**config.mk**
```make
export PLATFORM = sky130hd
export DESIGN_NAME = stogt_top
export DESIGN_NICKNAME = d
export VERILOG_FILES = /design/src/design/stogt_pkg.sv /design/src/design/stogt_top.sv
export SDC_FILE = /design/constraint.sdc
export NUM_CORES = 1
export LEC_CHECK = 0
export BUFFER_PORTS_ARGS = -buffer_cell sky130_fd_sc_hd__clkbuf_2
export CAP_MARGIN = 5
export CORE_ASPECT_RATIO = 0.7
export CORE_MARGIN = 8
export CORE_UTILIZATION = 41
export CTS_BUF_LIST = sky130_fd_sc_hd__clkbuf_8
export CTS_CLUSTER_DIAMETER = 80
export CTS_CLUSTER_SIZE = 8
export DETAILED_ROUTE_END_ITERATION = 8
export GPL_ROUTABILITY_DRIVEN = 0
export PLACE_DENSITY = 0.67
export SETUP_SLACK_MARGIN = 0.15
export SLEW_MARGIN = 20
export SYNTH_ARGS = -nofsm -noshare
export SYNTH_HDL_FRONTEND = slang
export SYNTH_SLANG_ARGS = --single-unit
```
**constraint.sdc**
```tcl
create_clock -name i_clk -period 3.2 [get_ports i_clk]
set_input_delay 0.16 -clock i_clk [delete_from_list [all_inputs] [get_ports i_clk]]
set_output_delay 0.16 -clock i_clk [all_outputs]
set_load 0.05 [all_outputs]
```
**src/design/stogt_pkg.sv**
```systemverilog
// constants and types of the safe torque off gating block
// How it works
// - pwm passes only while both inputs high
// - one input low flags mismatch fault code
// - logic supply over/under voltage forces torque off
// - faulty input circuit forces torque off, code
// - faulty buffer circuit forces torque off, code
// - with brake: drive off within 30 ms
// - without brake: drive off within 5 ms
// - pwm buffer disabled throughout power-on
// - pwm buffer disabled until initialisation done
// - auto-reset needs inputs high, servo off, no fault
// - input returning high clears monitor and ready
// - pwm resumes 400 ms after inputs return high
// - pwm blocked typically 30 ms, max 100 ms
// - torque off removes all gating, motor coasts
// - torque off state and fault shown on keypad
package stogt_pkg;
   // ------------------------------------------------------------
   // timing
   // ------------------------------------------------------------
   localparam int unsigned CLK_HZ = 40_000_000;
   localparam int unsigned RESTART_MS = 400;
   localparam int unsigned RESTART_CYC = RESTART_MS * (CLK_HZ / 1000);
   localparam int unsigned MISMATCH_US = 1000;
   localparam int unsigned MISMATCH_CYC = MISMATCH_US * (CLK_HZ / 1000000);
   localparam int unsigned RESP_BRAKE_MS = 30;
   localparam int unsigned RESP_NOBRAKE_MS = 5;
   localparam int unsigned RESP_MAX_MS = 100;
   // ------------------------------------------------------------
   // register map (byte addresses)
   // ------------------------------------------------------------
   localparam logic [7:0] OFS_CTRL = 8'h00;
   localparam logic [7:0] OFS_STATUS = 8'h04;
   localparam logic [7:0] OFS_INT_STAT = 8'h08;
   localparam logic [7:0] OFS_INT_MASK = 8'h0C;
   localparam int CTRL_AUTO_BIT = 0;
   localparam int CTRL_FCLR_BIT = 1;
   localparam logic CTRL_AUTO_RST = 1'h1;
   localparam logic [5:0] INT_MASK_RST = 6'h00;
   // status fields
   localparam int ST_STATE_LSB = 0;
   localparam int ST_IN_LSB = 4;
   localparam int ST_FLT_LSB = 8;
   localparam int ST_CODE_LSB = 12;
   // interrupt bits
   localparam int EV_STO = 0;
   localparam int EV_MISMATCH = 1;
   localparam int EV_SUPPLY = 2;
   localparam int EV_INCIRC = 3;
   localparam int EV_BUFFER = 4;
   localparam int EV_RUN = 5;
   localparam int EV_W = 6;
   // fault codes: sub-code of the 150 fault group
   localparam logic [2:0] CODE_NONE = 3'h0;
   localparam logic [2:0] CODE_MISMATCH = 3'h1;
   localparam logic [2:0] CODE_SUPPLY = 3'h2;
   localparam logic [2:0] CODE_INCIRC = 3'h3;
   localparam logic [2:0] CODE_BUFFER = 3'h4;
   // ------------------------------------------------------------
   // types
   // ------------------------------------------------------------
   typedef enum logic [2:0] {
      ST_POWERUP,
      ST_INIT,
      ST_SAFE,
      ST_WAIT,
      ST_RUN
   } stogt_state_t;
   typedef struct packed {
      logic buffer;
      logic incirc;
      logic supply;
      logic mismatch;
   } stogt_flt_t;
   typedef struct packed {
      logic sto_active;
      logic [2:0] code;
   } stogt_keypad_t;
endpackage

```
**src/design/stogt_top.sv**
```systemverilog
// safe torque off gating with ahb-lite register slave
`timescale 1ns/1ps
`default_nettype none
module stogt_top #(
   parameter int PWM_W = 6,
   parameter int unsigned RESTART_CYC = stogt_pkg::RESTART_CYC,
   parameter int unsigned MISMATCH_CYC = stogt_pkg::MISMATCH_CYC
) (
   input wire logic i_clk,
   input wire logic i_rst,
   input wire logic i_ce,
   // pins
   input wire logic i_torque_off_input_a,
   input wire logic i_torque_off_input_b,
   input wire logic i_supply_over_under_voltage,
   input wire logic i_input_circuit_fault,
   input wire logic i_buffer_circuit_fault,
   input wire logic i_init_done,
   input wire logic i_servo_on,
   input wire logic [PWM_W-1:0] i_pwm,
   output logic [PWM_W-1:0] o_pwm,
   output logic o_pwm_buf_en_n,
   output logic o_external_monitor_output,
   output logic o_servo_ready,
   output logic o_servo_operation,
   output stogt_pkg::stogt_keypad_t o_keypad,
   output logic o_irq,
   // ahb-lite slave
   input wire logic i_hsel,
   input wire logic [31:0] i_haddr,
   input wire logic [1:0] i_htrans,
   input wire logic i_hwrite,
   input wire logic [2:0] i_hsize,
   input wire logic [31:0] i_hwdata,
   input wire logic i_hready,
   output logic [31:0] o_hrdata,
   output logic o_hreadyout,
   output logic o_hresp
);
   import stogt_pkg::*;

   // ------------------------------------------------------------
   // input synchronisers
   // ------------------------------------------------------------
   localparam int SY_W = 7;
   logic [SY_W-1:0] sync1;
   logic [SY_W-1:0] sync2;
   logic in_a;
   logic in_b;
   logic both_high;

   always_ff @(posedge i_clk) begin
      if (i_rst) begin
         sync1 <= '0;
         sync2 <= '0;
      end else if (i_ce) begin
         sync1 <= {i_servo_on, i_init_done, i_buffer_circuit_fault,
                   i_input_circuit_fault, i_supply_over_under_voltage,
                   i_torque_off_input_b, i_torque_off_input_a};
         sync2 <= sync1;
      end
   end

   assign in_a = sync2[0];
   assign in_b = sync2[1];
   assign both_high = in_a & in_b;

   // ------------------------------------------------------------
   // fault detection and latching
   // ------------------------------------------------------------
   stogt_flt_t flt_src;
   stogt_flt_t flt;
   stogt_flt_t flt_set;
   logic [31:0] mis_cnt;
   logic mis_seen;
   logic fault_clr;
   logic fault_any;

   always_ff @(posedge i_clk) begin
      if (i_rst) begin
         mis_cnt <= '0;
      end else if (i_ce) begin
         if (!(in_a ^ in_b)) begin
            mis_cnt <= '0;
         end else if (!mis_seen) begin
            mis_cnt <= mis_cnt + 32'h1;
         end
      end
   end

   assign mis_seen = (mis_cnt >= MISMATCH_CYC - 1);

   always_comb begin
      flt_src.mismatch = (in_a ^ in_b) & mis_seen;
      flt_src.supply = sync2[2];
      flt_src.incirc = sync2[3];
      flt_src.buffer = sync2[4];
      flt_set = flt_src & ~flt;
   end

   // set wins over a software clear
   always_ff @(posedge i_clk) begin
      if (i_rst) begin
         flt <= '0;
      end else if (i_ce) begin
         flt <= flt_src | (fault_clr ? '0 : flt);
      end
   end

   assign fault_any = |flt;

   function automatic logic [2:0] fault_code(input stogt_flt_t f);
      if (f.supply) begin
         return CODE_SUPPLY;
      end else if (f.incirc) begin
         return CODE_INCIRC;
      end else if (f.buffer) begin
         return CODE_BUFFER;
      end else if (f.mismatch) begin
         return CODE_MISMATCH;
      end
      return CODE_NONE;
   endfunction

   // ------------------------------------------------------------
   // safe state sequencer
   // ------------------------------------------------------------
   stogt_state_t state;
   stogt_state_t next_state;
   logic [31:0] rst_cnt;
   logic auto_en;

   always_comb begin
      next_state = state;
      case (state)
         ST_POWERUP: begin
            next_state = ST_INIT;
         end
         ST_INIT: begin
            if (sync2[5]) begin
               next_state = ST_SAFE;
            end
         end
         ST_SAFE: begin
            if (auto_en && both_high && !sync2[6] && !fault_any) begin
               next_state = ST_WAIT;
            end
         end
         ST_WAIT: begin
            if (!both_high || fault_any) begin
               next_state = ST_SAFE;
            end else if (rst_cnt >= RESTART_CYC - 1) begin
               next_state = ST_RUN;
            end
         end
         ST_RUN: begin
            if (!both_high || fault_any) begin
               next_state = ST_SAFE;
            end
         end
         default: begin
            next_state = ST_SAFE;
         end
      endcase
   end

   always_ff @(posedge i_clk) begin
      if (i_rst) begin
         state <= ST_POWERUP;
      end else if (i_ce) begin
         state <= next_state;
      end
   end

   always_ff @(posedge i_clk) begin
      if (i_rst) begin
         rst_cnt <= '0;
      end else if (i_ce) begin
         if (state == ST_WAIT && next_state == ST_WAIT) begin
            rst_cnt <= rst_cnt + 32'h1;
         end else begin
            rst_cnt <= '0;
         end
      end
   end

   // ------------------------------------------------------------
   // gated outputs
   // ------------------------------------------------------------
   logic pass;

   // combinational gate needs the run state as well as synced inputs high and no fault
   assign pass = (state == ST_RUN) && both_high && !fault_any;

   always_ff @(posedge i_clk) begin
      if (i_rst) begin
         o_pwm <= '0;
         o_pwm_buf_en_n <= 1'b1;
      end else if (i_ce) begin
         o_pwm <= pass ? i_pwm : '0;
         o_pwm_buf_en_n <= !pass;
      end
   end

   always_ff @(posedge i_clk) begin
      if (i_rst) begin
         o_external_monitor_output <= 1'b0;
         o_servo_ready <= 1'b0;
         o_servo_operation <= 1'b0;
      end else if (i_ce) begin
         o_external_monitor_output <= (state == ST_SAFE) && !in_a && !in_b;
         o_servo_ready <= (next_state == ST_RUN);
         o_servo_operation <= pass;
      end
   end

   always_ff @(posedge i_clk) begin
      if (i_rst) begin
         o_keypad <= '{sto_active: 1'b1, code: CODE_NONE};
      end else if (i_ce) begin
         o_keypad.sto_active <= (next_state != ST_RUN);
         o_keypad.code <= fault_code(flt);
      end
   end

   // ------------------------------------------------------------
   // interrupt events
   // ------------------------------------------------------------
   logic [EV_W-1:0] ev;
   logic [EV_W-1:0] int_stat;
   logic [EV_W-1:0] int_mask;
   logic [EV_W-1:0] w1c;

   always_comb begin
      ev = '0;
      ev[EV_STO] = (next_state == ST_SAFE) && (state != ST_SAFE);
      ev[EV_MISMATCH] = flt_set.mismatch;
      ev[EV_SUPPLY] = flt_set.supply;
      ev[EV_INCIRC] = flt_set.incirc;
      ev[EV_BUFFER] = flt_set.buffer;
      ev[EV_RUN] = (next_state == ST_RUN) && (state != ST_RUN);
   end

   always_ff @(posedge i_clk) begin
      if (i_rst) begin
         int_stat <= '0;
      end else if (i_ce) begin
         int_stat <= ev | (int_stat & ~w1c);
      end
   end

   assign o_irq = |(int_stat & int_mask);

   // ------------------------------------------------------------
   // ahb-lite slave
   // ------------------------------------------------------------
   logic dp_wr;
   logic [7:0] dp_addr;
   logic [31:0] rd_val;
   logic wr_ctrl;

   always_ff @(posedge i_clk) begin
      if (i_rst) begin
         dp_wr <= 1'b0;
         dp_addr <= '0;
      end else if (i_ce) begin
         dp_wr <= i_hsel && i_htrans[1] && i_hready && i_hwrite;
         dp_addr <= i_haddr[7:0];
      end
   end

   assign wr_ctrl = dp_wr && (dp_addr == OFS_CTRL);
   assign fault_clr = wr_ctrl && i_hwdata[CTRL_FCLR_BIT];
   assign w1c = (dp_wr && dp_addr == OFS_INT_STAT) ?
                i_hwdata[EV_W-1:0] : '0;

   always_ff @(posedge i_clk) begin
      if (i_rst) begin
         auto_en <= CTRL_AUTO_RST;
         int_mask <= INT_MASK_RST;
      end else if (i_ce) begin
         if (wr_ctrl) begin
            auto_en <= i_hwdata[CTRL_AUTO_BIT];
         end
         if (dp_wr && dp_addr == OFS_INT_MASK) begin
            int_mask <= i_hwdata[EV_W-1:0];
         end
      end
   end

   always_comb begin
      rd_val = '0;
      case (i_haddr[7:0])
         OFS_CTRL: begin
            rd_val[CTRL_AUTO_BIT] = auto_en;
         end
         OFS_STATUS: begin
            rd_val[ST_STATE_LSB +: 3] = state;
            rd_val[ST_IN_LSB +: 2] = {in_b, in_a};
            rd_val[ST_FLT_LSB +: 4] = flt;
            rd_val[ST_CODE_LSB +: 3] = fault_code(flt);
         end
         OFS_INT_STAT: begin
            rd_val[EV_W-1:0] = int_stat;
         end
         OFS_INT_MASK: begin
            rd_val[EV_W-1:0] = int_mask;
         end
         default: begin
            rd_val = '0;
         end
      endcase
   end

   always_ff @(posedge i_clk) begin
      if (i_rst) begin
         o_hrdata <= '0;
      end else if (i_ce) begin
         if (i_hsel && i_htrans[1] && i_hready && !i_hwrite) begin
            o_hrdata <= rd_val;
         end
      end
   end

   assign o_hreadyout = 1'b1;
   assign o_hresp = 1'b0;

endmodule // stogt_top
`default_nettype wire

```
Word level (Yosys, flattened, before mapping)
Index checks and enable logic that the tools add are counted.
Storage, ports and cells
  flip-flop bits (word level): 134
  latch bits: 0
  memory bits (writable): 0
  bits in read-only memories: 0
  bits of input ports: 88
  output and inout bits: 49
  word-level logic and storage cells: 117
  memories kept: 0
Cells by class
  $add $sub $neg: 2
  $mul: 0
  divide/modulo/power cells: 0
  magnitude comparators: 2
  equality and inequality tests: 16
  shifts and indexed selects: 0
  multiplexer cells: 30
  bitwise operators: 10
  reductions and logical operators: 35
Operators with widths (number)
  2-to-1 mux 32 bit: 3
  adder 32 x 1 -> 32 bit (second input constant): 2
  2-to-1 mux 3 bit: 11
  equality test 8 x 4 -> 1 bit (second input constant): 4
  >= comparator 32 x 16 -> 1 bit (second input constant): 1
  >= comparator 32 x 24 -> 1 bit (second input constant): 1
  logical AND 1 bit: 18
  logical NOT 8 bit: 2
  case mux 3 bit (5 select lines): 1
  AND 6 bit: 2
  equality test 3 x 2 -> 1 bit (second input constant): 4
  2-to-1 mux 6 bit: 2
  case mux 2 bit (3 select lines): 2
  equality test 8 x 3 -> 1 bit (second input constant): 1
  AND reduction 2 bit: 4
  logical NOT 1 bit: 7
  2-to-1 mux 1 bit: 7
  2-to-1 mux 7 bit: 1
  equality test 3 bit (second input constant): 2
  inequality test 3 bit (second input constant): 2
  inverter 6 bit: 1
  bitwise OR 6 bit: 1
  OR reduction 6 bit: 1
  AND 4 bit: 1
  13 further kinds: 14

Longest topological paths before layout
Gate-level depths: netlist of run 1.
  word-level depth: 9
  gate-level depth with buffers: 7
  depth with buffers taken out: 6

Least setup slack after synthesis of run 1
OpenSTA, ideal clock, no wires.
  path kind: flip-flop to flip-flop
  start point: register mis_cnt[6]
  end point: register mis_cnt[9]
  library setup time: 0.074 ns
  data arrival time: 1.908 ns
  required time: 3.126 ns
  path slack: 1.217 ns
  cell stages (with the launch flop): 7
  path buffers: 1
  clock period less this slack: 1.983 ns
  cells stage by stage: dfxtp_1 -> or4_1 -> a31o_1 -> a211o_1 -> buf_6 -> a2111o_1 -> o21ai_0
On the way
  cells in the longest elaborated chain, start to end: 3
  elaborated cells on any way between the ends: 6
  those cells by class: 1 x add/sub; 1 x order compare; 1 x eq/ne; 2 x mux; 1 x reduce/logical
Ends and longest elaborated chain
  start, declared: line stogt_top.sv:74  | logic [31:0] mis_cnt;
  start signal, assigned: line stogt_top.sv:86  | mis_cnt <= mis_cnt + 32'h1;
  adder 32 x 1 -> 32 bit or >= comparator 32 x 16 -> 1 bit (tied branches): line stogt_top.sv:86, stogt_top.sv:91
  2-to-1 mux 32 bit or inequality test 2 bit (tied branches)
  2-to-1 mux 32 bit or AND reduction 2 bit (tied branches)
Several ways; a longest one is shown, not always the timed one. The select of a mux whose other input is x is not followed.
A chain may end at the register's enable or synchronous reset.

Worst setup path in the final report of run 1
  start point: register mis_cnt[27]
  end point: register mis_cnt[10]
On the way
  cells in the longest elaborated chain, start to end: 3
Ends and longest elaborated chain
  >= comparator 32 x 16 -> 1 bit: line stogt_top.sv:91  | assign mis_seen = (mis_cnt >= MISMATCH_CYC - 1);
  inequality test 2 bit (no line)
  AND reduction 2 bit (no line)
No other way between the ends.

==> results of run 1 <==
## worst max-delay path, cell delays in order, from the launching register on
cell and delay (ps):
dfxtp_1 310, nor4_1 370, nand4_1 220, o31ai_1 900, a31oi_1 170, a41o_1 240
## logic make-up after synthesis
group           after synthesis  synth area share [%]
compound gates              104                  11.5
xor+xnor                     31                  4.56
fa+ha+maj                     3                 0.631
buf+inv                      66                  5.63
flops                       134                  45.1
mux                          38                  6.67
other cells                   2                 0.126
simple gates                312                  25.8
## area by class of cell
| class | instances | area (µm²) | share of cell area, % |
|---|---|---|---|
| multi-input combinational | 509 | 3010 | 42.6 |
| clock buffer | 18 | 248 | 3.51 |
| timing repair buffer | 99 | 656 | 9.28 |
| inverter | 10 | 37.5 | 0.531 |
| tap | 190 | 238 | 3.36 |
| clock inverter | 14 | 196 | 2.78 |
| sequential | 134 | 2680 | 38.0 |
## report_power, final
group          switching [W]  internal (W)
sequential         0.0000184       0.00169
combinational       0.000160     0.0000790
clock               0.000709      0.000878
total               0.000887       0.00264
## state kept, by name, indices dropped and copies added, names as in the netlist, 3 cells and up
register / cells
mis_cnt: 32
o_keypad: 4
o_pwm: 6
state: 3
int_stat: 6
int_mask: 6
rst_cnt: 32
dp_addr: 8
sync2: 7
flt: 4
sync1: 7
o_hrdata: 13
## placed cells by master (no fill, tap or decap), drive strengths merged, types with 4 or more instances in the layout
cell / netlist / layout
clkbuf: 32 / 79
conb: 2 / 21
and2: 21 / 21
nand2: 63 / 63
and3: 10 / 10
inv: 10 / 15
a21oi: 31 / 31
xor2: 26 / 26
dlygate4sd3: 0 / 26
a22oi: 17 / 17
or3: 6 / 6
a31oi: 7 / 7
xnor2: 5 / 5
bufinv: 0 / 4
dfxtp: 134 / 134
nand3: 24 / 24
nor2: 107 / 107
nor3: 10 / 10
nand4: 27 / 27
and4: 5 / 5
o21ai: 20 / 20
buf: 24 / 12
nor4: 15 / 15
mux2i: 34 / 34
nor2b: 11 / 11
## layer usage
| layer | GRT usage [%] | vias up |
|---|---|---|
| met3 | 3.18 | 16 |
| met5 | 0 | - |
| li1 | - | 2547 |
| met4 | 5.52 | 0 |
| met2 | 25.6 | 136 |
| met1 | 21.0 | 2435 |
## metrics by stage
stage	cell area, µm²	hold slack (ps)
floorplan	6020	278
global placement	6360	396
detailed placement	6360	399
CTS	7070	134
global route	7070	179
finish	7070	159
## worst min-delay path by stage
stage	startpoint	to	slack (ps)	cells past startpoint
detailed placement	i_pwm[1]	o_pwm[1]	400	3
floorplan	i_hwdata[0]	auto_en	280	1
CTS	i_haddr[2]	dp_addr[2]	130	3
global route	i_htrans[1]	dp_wr	180	4
finish	i_haddr[2]	dp_addr[2]	160	3
global placement	i_pwm[5]	o_pwm[5]	400	3
## repair_timing
item	CTS	global route
hold buffers	26	0
hold endpoints to repair	26	0
gates resized for setup	0	0
==> impl_metrics.py, run 1 <==
metrics = {
    "synth": {
        "synth_seq_cells": 134,
        "syn_inst": 690,
        "synth.most_common_cell": "dfxtp_1",
        "async_flop_share_pct": 0,
        "avgSynthCellArea_um2": 8.62,
        "synth_top_flop_cell": "dfxtp_1",
        "yosys.cell_types.count": 62,
        "yosysTopAreaCellShare_pct": 45.1,
        "ys.warnings.count": 0,
        "synth_edf_count": 0,
        "synth_commonest_cells": "134 x dfxtp_1, 107 x nor2_1, 63 x nand2_1",
        "syn_area_mm2": 0.00595,
        "yosysTopAreaCell": "dfxtp_1",
        "synth_area_leaders": "dfxtp_1 45%, nor2_1 6.7%, mux2i_1 5.7%",
        "seq_area_frac_synth_pct": 45.1,
    },
    "cells_and_area": {
        "syn2layout_area_growth_pct": 18.7,
        "finish.utilization_pct": 50.3,
        "nFillCells": 1290,
        "fin_nets": 862,
        "stdcell_count": 974,
        "drive_above_1_share_pct": 15.1,
        "antenna-diode-count": 0,
    },
    "setup_path": {
        "crit_end": "mis_cnt[10]",
        "r2r-end": "mis_cnt[10]",
        "reg2regPathDepth": 5,
        "startpoint": "mis_cnt[27]",
        "crit_path_end_kind": "register",
        "reg2reg_from": "mis_cnt[27]",
        "critPathRequiredTime_ps": 3530,
        "criticalPathCategory": "reg2reg",
        "arrival_ps": 2640,
        "rrSetupSlack_ps": 890,
        "crit_fanout": 8,
        "cp-start-kind": "register",
    },
    "die": {
        "rows": 36,
        "coreArea_mm2": 0.0141,
        "io_pins": 137,
        "dieArea_mm2": 0.0187,
        "dieWidth_um": 160,
        "die_h_um": 117,
        "start_util_pct": 42.3,
    },
    "timing": {
        "rsz0062_at_grt": "no",
        "slew_violations": 0,
        "timing.slew.headroom_pct": 31.3,
        "post-route-period-util_pct": 72.3,
        "hold_violations": 0,
        "fmax_ghz": 0.432,
        "min_period_ps": 2310,
        "setup_slack_ps": 887,
        "fin_setup_tns_ps": 0,
        "finClkSkew_ps": 8.80,
        "tightest_slew_ps": 1020,
        "setup_viol": 0,
    },
    "clocking": {
        "ctsLongestPathBuffers": 2,
        "cts-root-buf": "clkbuf_8",
        "post-cts-setup-buffers": 0,
        "clkTransAtPathRegs_ps": 80,
        "cts.sinks": 134,
        "htreeDepth": 4,
        "cts_buffers": 17,
        "clk_latency_ps": 440,
        "cts_tree": "done",
    },
    "placement": {
        "dp.cells": 916,
        "dp_hpwl_mm": 10.1,
        "pre_cts_ws_ps": 926,
        "portBuffers": 61,
    },
    "global_routing": {
        "track_usage_pct": 15.9,
        "grt_max_degree": 34,
        "grt_pass1_wl_mm": 24.6,
        "grt_pass1_vias": 5003,
        "antenna_found_initial": 0,
        "grt_overflow_total": 0,
    },
    "routing": {
        "wl_met1_mm": 7.08,
        "met3_length_um": 786,
        "drc": 0,
        "firstDrtPassIters": 5,
        "drtIter0Drc": 479,
        "postRouteWirelength_mm": 14.8,
        "viasPerCell": 5.27,
        "wl_met2_mm": 6.75,
        "vias": 5134,
        "antenna_left": 0,
        "wl_per_cell_um": 15.1,
        "routed.top_layer": "met4",
    },
    "flow_run": {
        "maxCapViolations": 0,
    },
    "status": {
        "status": "completed",
    },
    "power": {
        "p_leak_nw": 2.78,
        "vdd_ir_drop_max_mv": 0.330,
        "total_power_w": 0.00353,
        "cellPowerDensity_mw_per_mm2": 500,
    },
    "hold_path": {
        "holdCritPathClass": "in2reg",
    },
}
No activity file was read; power rests on OpenSTA's default activity.
==> inputs of run 2 (changes only) <==
--- a/config.mk
+++ b/config.mk
@@ -15,7 +15,7 @@
 export CTS_CLUSTER_SIZE = 8
 export DETAILED_ROUTE_END_ITERATION = 8
 export GPL_ROUTABILITY_DRIVEN = 0
-export PLACE_DENSITY = 0.67
+export PLACE_DENSITY = 0.7
 export SETUP_SLACK_MARGIN = 0.15
 export SLEW_MARGIN = 20
 export SYNTH_ARGS = -nofsm -noshare
==> constraint.sdc (replaced) <==
create_clock -name i_clk -period 2.1 [get_ports i_clk]
set_input_delay 0.105 -clock i_clk [delete_from_list [all_inputs] [get_ports i_clk]]
set_output_delay 0.105 -clock i_clk [all_outputs]
set_load 0.05 [all_outputs]
==> impl_metrics.py, run 2 (synthesis results as in run 1) <==
metrics = {
    "status": {
        "status": "completed",
    },
    "global_routing": {
        "grt_overflow_total": 0,
        "grt_pass1_vias": 4703,
        "track_usage_pct": 15.3,
        "grt_max_degree": 48,
        "antenna_found_initial": 0,
        "grt_pass1_wl_mm": 23.6,
    },
    "routing": {
        "wl_per_cell_um": 14.6,
        "viasPerCell": 5.17,
        "drtIter0Drc": 412,
        "postRouteWirelength_mm": 14.5,
        "drc": 0,
        "vias": 5140,
        "firstDrtPassIters": 5,
        "antenna_left": 0,
    },
    "die": {
        "dieWidth_um": 160,
        "coreArea_mm2": 0.0141,
        "start_util_pct": 42.3,
        "rows": 36,
        "io_pins": 137,
        "die_h_um": 117,
        "dieArea_mm2": 0.0187,
    },
    "clocking": {
        "ctsLongestPathBuffers": 2,
        "htreeDepth": 4,
        "clk_latency_ps": 440,
        "cts.sinks": 134,
        "cts_tree": "done",
        "clkTransAtPathRegs_ps": 70,
        "cts-root-buf": "clkbuf_8",
        "cts_buffers": 17,
    },
    "setup_path": {
        "crit_path_end_kind": "register",
        "r2r-end": "mis_cnt[0]",
        "critPathBufInv": 0,
        "rrSetupSlack_ps": 160,
        "crit_chain": "or4_4 > a31o_1 > a211o_1 > or4_1 > o21ai_1",
        "crit_family": "simple AND/OR/NAND/NOR gates",
        "criticalPathCategory": "reg2reg",
        "crit_fanout": 5,
        "cp-start-kind": "register",
        "critPathSlowestCell": "or4_4",
        "reg2reg_from": "mis_cnt[7]",
        "reg2regPathDepth": 5,
        "cp_slowest_stage_delay_ps": 510,
        "critPathRequiredTime_ps": 2470,
        "arrival_ps": 2300,
    },
    "placement": {
        "portBuffers": 61,
        "dp.cells": 935,
        "dpl_cell_area_mm2": 0.00653,
        "dp_hpwl_mm": 9.84,
    },
    "timing": {
        "hold_violations": 0,
        "timing.slew.headroom_pct": 64.7,
        "min_period_ps": 1940,
        "tightest_slew_ps": 528,
        "finClkSkew_ps": 8.86,
        "post-route-period-util_pct": 92.2,
        "rsz0062_at_grt": "yes",
        "setup_viol": 0,
        "fmax_ghz": 0.517,
        "fin_setup_tns_ps": 0,
        "slew_violations": 0,
    },
    "cells_and_area": {
        "finish.utilization_pct": 51.5,
        "drive_above_1_share_pct": 18.8,
        "final_common_cell": "dfxtp_1",
        "syn2layout_area_growth_pct": 21.7,
        "reg_top3": "mis_cnt x32, rst_cnt x32, o_hrdata x13",
        "stdcell_count": 994,
        "nFillCells": 1279,
        "final_cell_area_mm2": 0.00724,
        "mostFrequentLayoutCells": "132 x dfxtp_1, 106 x nor2_1, 63 x nand2_1",
        "fin_nets": 883,
        "antenna-diode-count": 0,
    },
    "power": {
        "vdd_ir_drop_max_mv": 0.437,
        "combinationalPowerShare_pct": 7.8,
        "p_sw_w": 0.00128,
        "cellPowerDensity_mw_per_mm2": 681,
        "p_seq_share_pct": 52.6,
        "p_leak_nw": 2.86,
        "power.share.clock_pct": 39.6,
        "p_int_w": 0.00365,
        "swShare_pct": 26.0,
    },
    "hold_path": {
        "whs_path_depth": 3,
        "min_to": "mis_cnt[8]",
        "holdCritPathClass": "in2reg",
        "hold_path.startpoint": "i_rst",
    },
    "flow_run": {
        "maxCapViolations": 0,
    },
}
==> run 2: final cells by class <==
cell class	instances	area (µm²)	area share (%)
multi-input cells	509	3080	42.5
well taps	190	238	3.28
flip-flops and latches	134	2690	37.1
repair buffers	120	850	11.7
clock inverters	13	110	1.52
inverters	10	37.5	0.518
clock buffers	18	248	3.42
==> run 2: timing repair <==
item / CTS / global route
endpoints found under the hold margin: 32 / 0
setup endpoints to repair: 3 / 61
pin swaps: 5 / 1
buffers inserted: 1 / 0
hold buffers: 26 / 0
cloned: 1 / 0
gates resized for setup: 9 / 13
==> run 2: power by group through the flow <==
stage                     logic (W)  registers [W]  clock network, W
after detailed placement   0.000337        0.00265                 0
final                      0.000385        0.00260           0.00195
after global routing       0.000416        0.00260           0.00213
after global placement     0.000334        0.00265                 0
after CTS                  0.000376        0.00260           0.00200
after floorplan            0.000269        0.00265                 0
==> run 2: metrics by stage <==
stage,worst slack (ps),power [W],hold slack (ps)
floorplan,153,0.00292,223
global placement,149,0.00299,340
detailed placement,136,0.00299,345
CTS,147,0.00497,10.6
global route,80.9,0.00514,58.0
finish,165,0.00493,45.9
==> run 2: routing by layer <==
layer	track usage [%]	vias up	routed length, µm	share of wire (%)
met3	4.05	18	839	5.8
met1	22.0	2377	7430	51
met5	0	-	0	0
met2	21.9	152	6110	42
met4	4.78	0	134	0.92
li1	-	2593	-	-
==> run 2: worst max-delay path by stage <==
| stage | startpoint | end | depth (start not counted) | slack [ps] |
|---|---|---|---|---|
| final | mis_cnt[7] | mis_cnt[0] | 5 | 160 |
| after global routing | sync2[0] | mis_cnt[14] | 7 | 80 |
| after CTS | mis_cnt[7] | mis_cnt[7] | 5 | 150 |
| after detailed placement | mis_cnt[6] | mis_cnt[13] | 6 | 140 |
| after global placement | mis_cnt[6] | mis_cnt[13] | 6 | 150 |
| after floorplan | mis_cnt[6] | mis_cnt[9] | 6 | 150 |
==> run 2: tightest hold or removal path, cell delays in order <==
cell      delay (ps)
clkbuf_2         160
or3_1            120
mux2i_1           50
==> inputs of run 3 (changes only) <==
--- a/config.mk
+++ b/config.mk
@@ -6,7 +6,7 @@
 export NUM_CORES = 1
 export LEC_CHECK = 0
 export BUFFER_PORTS_ARGS = -buffer_cell sky130_fd_sc_hd__clkbuf_2
-export CAP_MARGIN = 5
+export CAP_MARGIN = 0
 export CORE_ASPECT_RATIO = 0.7
 export CORE_MARGIN = 8
 export CORE_UTILIZATION = 41
@@ -16,6 +16,7 @@
 export DETAILED_ROUTE_END_ITERATION = 8
 export GPL_ROUTABILITY_DRIVEN = 0
 export PLACE_DENSITY = 0.7
+export RECOVER_POWER = 25
 export SETUP_SLACK_MARGIN = 0.15
 export SLEW_MARGIN = 20
 export SYNTH_ARGS = -nofsm -noshare
==> impl_metrics.py, run 3 (synthesis results as in run 1) <==
metrics = {
    "status": {
        "status": "completed",
    },
    "clocking": {
        "clk_latency_ps": 440,
        "cts-root-buf": "clkbuf_8",
        "ctsLongestPathBuffers": 2,
        "cts_tree": "done",
        "clkTransAtPathRegs_ps": 70,
        "cts.sinks": 134,
        "htreeDepth": 4,
        "cts_buffers": 17,
    },
    "routing": {
        "vias": 5143,
        "wl_met1_mm": 7.47,
        "viasPerCell": 5.17,
        "wl_per_cell_um": 14.6,
        "firstDrtPassIters": 5,
        "postRouteWirelength_mm": 14.5,
        "wl_met2_mm": 6.12,
        "met3_length_um": 786,
        "drtIter0Drc": 436,
        "routed.top_layer": "met4",
        "drc": 0,
        "antenna_left": 0,
    },
    "setup_path": {
        "cp_slowest_stage_delay_ps": 510,
        "arrival_ps": 2290,
        "crit_fanout": 5,
        "criticalPathCategory": "reg2reg",
        "crit_path_end_kind": "register",
        "cp-start-kind": "register",
        "critPathSlowestCell": "or4_4",
        "critPathRequiredTime_ps": 2460,
        "crit_chain": "or4_4 > a31o_1 > a211o_1 > buf_6 > a21oi_2 > mux2i_1",
    },
    "die": {
        "dieWidth_um": 160,
        "die_h_um": 117,
        "dieArea_mm2": 0.0187,
        "io_pins": 137,
        "rows": 36,
        "coreArea_mm2": 0.0141,
        "start_util_pct": 42.3,
    },
    "power": {
        "swShare_pct": 26.0,
        "vdd_ir_drop_max_mv": 0.437,
        "combinationalPowerShare_pct": 7.8,
        "p_int_w": 0.00365,
        "power.share.clock_pct": 39.6,
        "p_sw_w": 0.00128,
        "p_seq_share_pct": 52.6,
        "cellPowerDensity_mw_per_mm2": 683,
        "p_leak_nw": 2.81,
    },
    "timing": {
        "tightest_slew_ps": 662,
        "timing.slew.headroom_pct": 56.1,
        "rsz0062_at_grt": "yes",
        "fmax_ghz": 0.517,
        "hold_violations": 0,
        "setup_viol": 0,
        "finClkSkew_ps": 11.0,
        "post-route-period-util_pct": 92.1,
        "min_period_ps": 1930,
        "fin_setup_tns_ps": 0,
        "slew_violations": 0,
    },
    "cells_and_area": {
        "antenna-diode-count": 0,
        "stdcell_count": 994,
        "mostFrequentLayoutCells": "132 x dfxtp_1, 106 x nor2_1, 63 x nand2_1",
        "final_common_cell": "dfxtp_1",
        "drive_above_1_share_pct": 16.9,
        "syn2layout_area_growth_pct": 21.4,
        "reg_top3": "mis_cnt x32, rst_cnt x32, o_hrdata x13",
        "fin_nets": 883,
    },
    "global_routing": {
        "grt_pass1_vias": 4703,
        "antenna_found_initial": 0,
        "track_usage_pct": 15.3,
        "grt_overflow_total": 0,
        "grt_pass1_wl_mm": 23.6,
        "grt_max_degree": 48,
    },
    "hold_path": {
        "holdCritPathClass": "in2reg",
    },
    "placement": {
        "portBuffers": 61,
        "dp.cells": 935,
        "dp_hpwl_mm": 9.84,
    },
    "flow_run": {
        "maxCapViolations": 0,
    },
}
==> run 3: what timing repair did <==
action,in CTS,in global routing
buffers inserted,1,0
gates cloned,1,0
endpoints found under the setup margin,3,61
hold buffers,26,0
endpoints found under the hold margin,32,0
resized for setup,9,13
pin swaps,5,1
==> run 3: path summary, 6_finish.rpt <==
check / from / to / slack, ps / cells past startpoint
hold reg to reg: mis_cnt[19] / mis_cnt[19] / 460 / 1
hold / removal: i_rst / mis_cnt[8] / 50 / 3
setup reg to reg: mis_cnt[7] / mis_cnt[11] / 170 / 6
setup / recovery: mis_cnt[7] / mis_cnt[11] / 170 / 6
==> run 3: power by group through the flow <==
stage                     Clock [W]  Sequential, W  Combinational (W)
after floorplan                   0        0.00265           0.000269
after global placement            0        0.00265           0.000334
after detailed placement          0        0.00265           0.000337
after CTS                   0.00200        0.00260           0.000376
after global routing        0.00213        0.00260           0.000415
final                       0.00195        0.00260           0.000383
==> run 3: layout make-up <==
| cell class | count | area [µm²] |
|---|---|---|
| clock inverter | 13 | 110 |
| fill | 1292 | 6830 |
| inverter | 10 | 37.5 |
| multi-input combinational | 509 | 3080 |
| sequential | 134 | 2690 |
| timing repair buffer | 120 | 828 |
| tap | 190 | 238 |
| clock buffer | 18 | 248 |
==> run 3: critical path, delay by kind of cell, from the launching register on <==
family	cells	cell delay, ps
AO/OA/AOI/OAI	3	700
buffers and inverters	1	170
flip-flops	1	310
multiplexers	1	180
AND/OR/NAND/NOR	1	510
==> run 3: through the flow <==
stage                     worst slack [ps]  util (%)  power, W  hold WS, ps  area, µm²
after global placement                 149      46.5   0.00299          340       6530
after detailed placement               136      46.5   0.00299          345       6530
after global routing                  80.9      51.4   0.00514         58.0       7220
after floorplan                        153         -   0.00292          223       6020
final                                  166      51.4   0.00493         48.5       7220
after CTS                              147      51.1   0.00497         10.6       7180
==> run 3: routing by layer <==
metal	vias up	global-route usage (%)
met5	-	0
met4	0	4.78
met3	14	4.05
met2	143	21.9
met1	2393	22.0
li1	2593	-
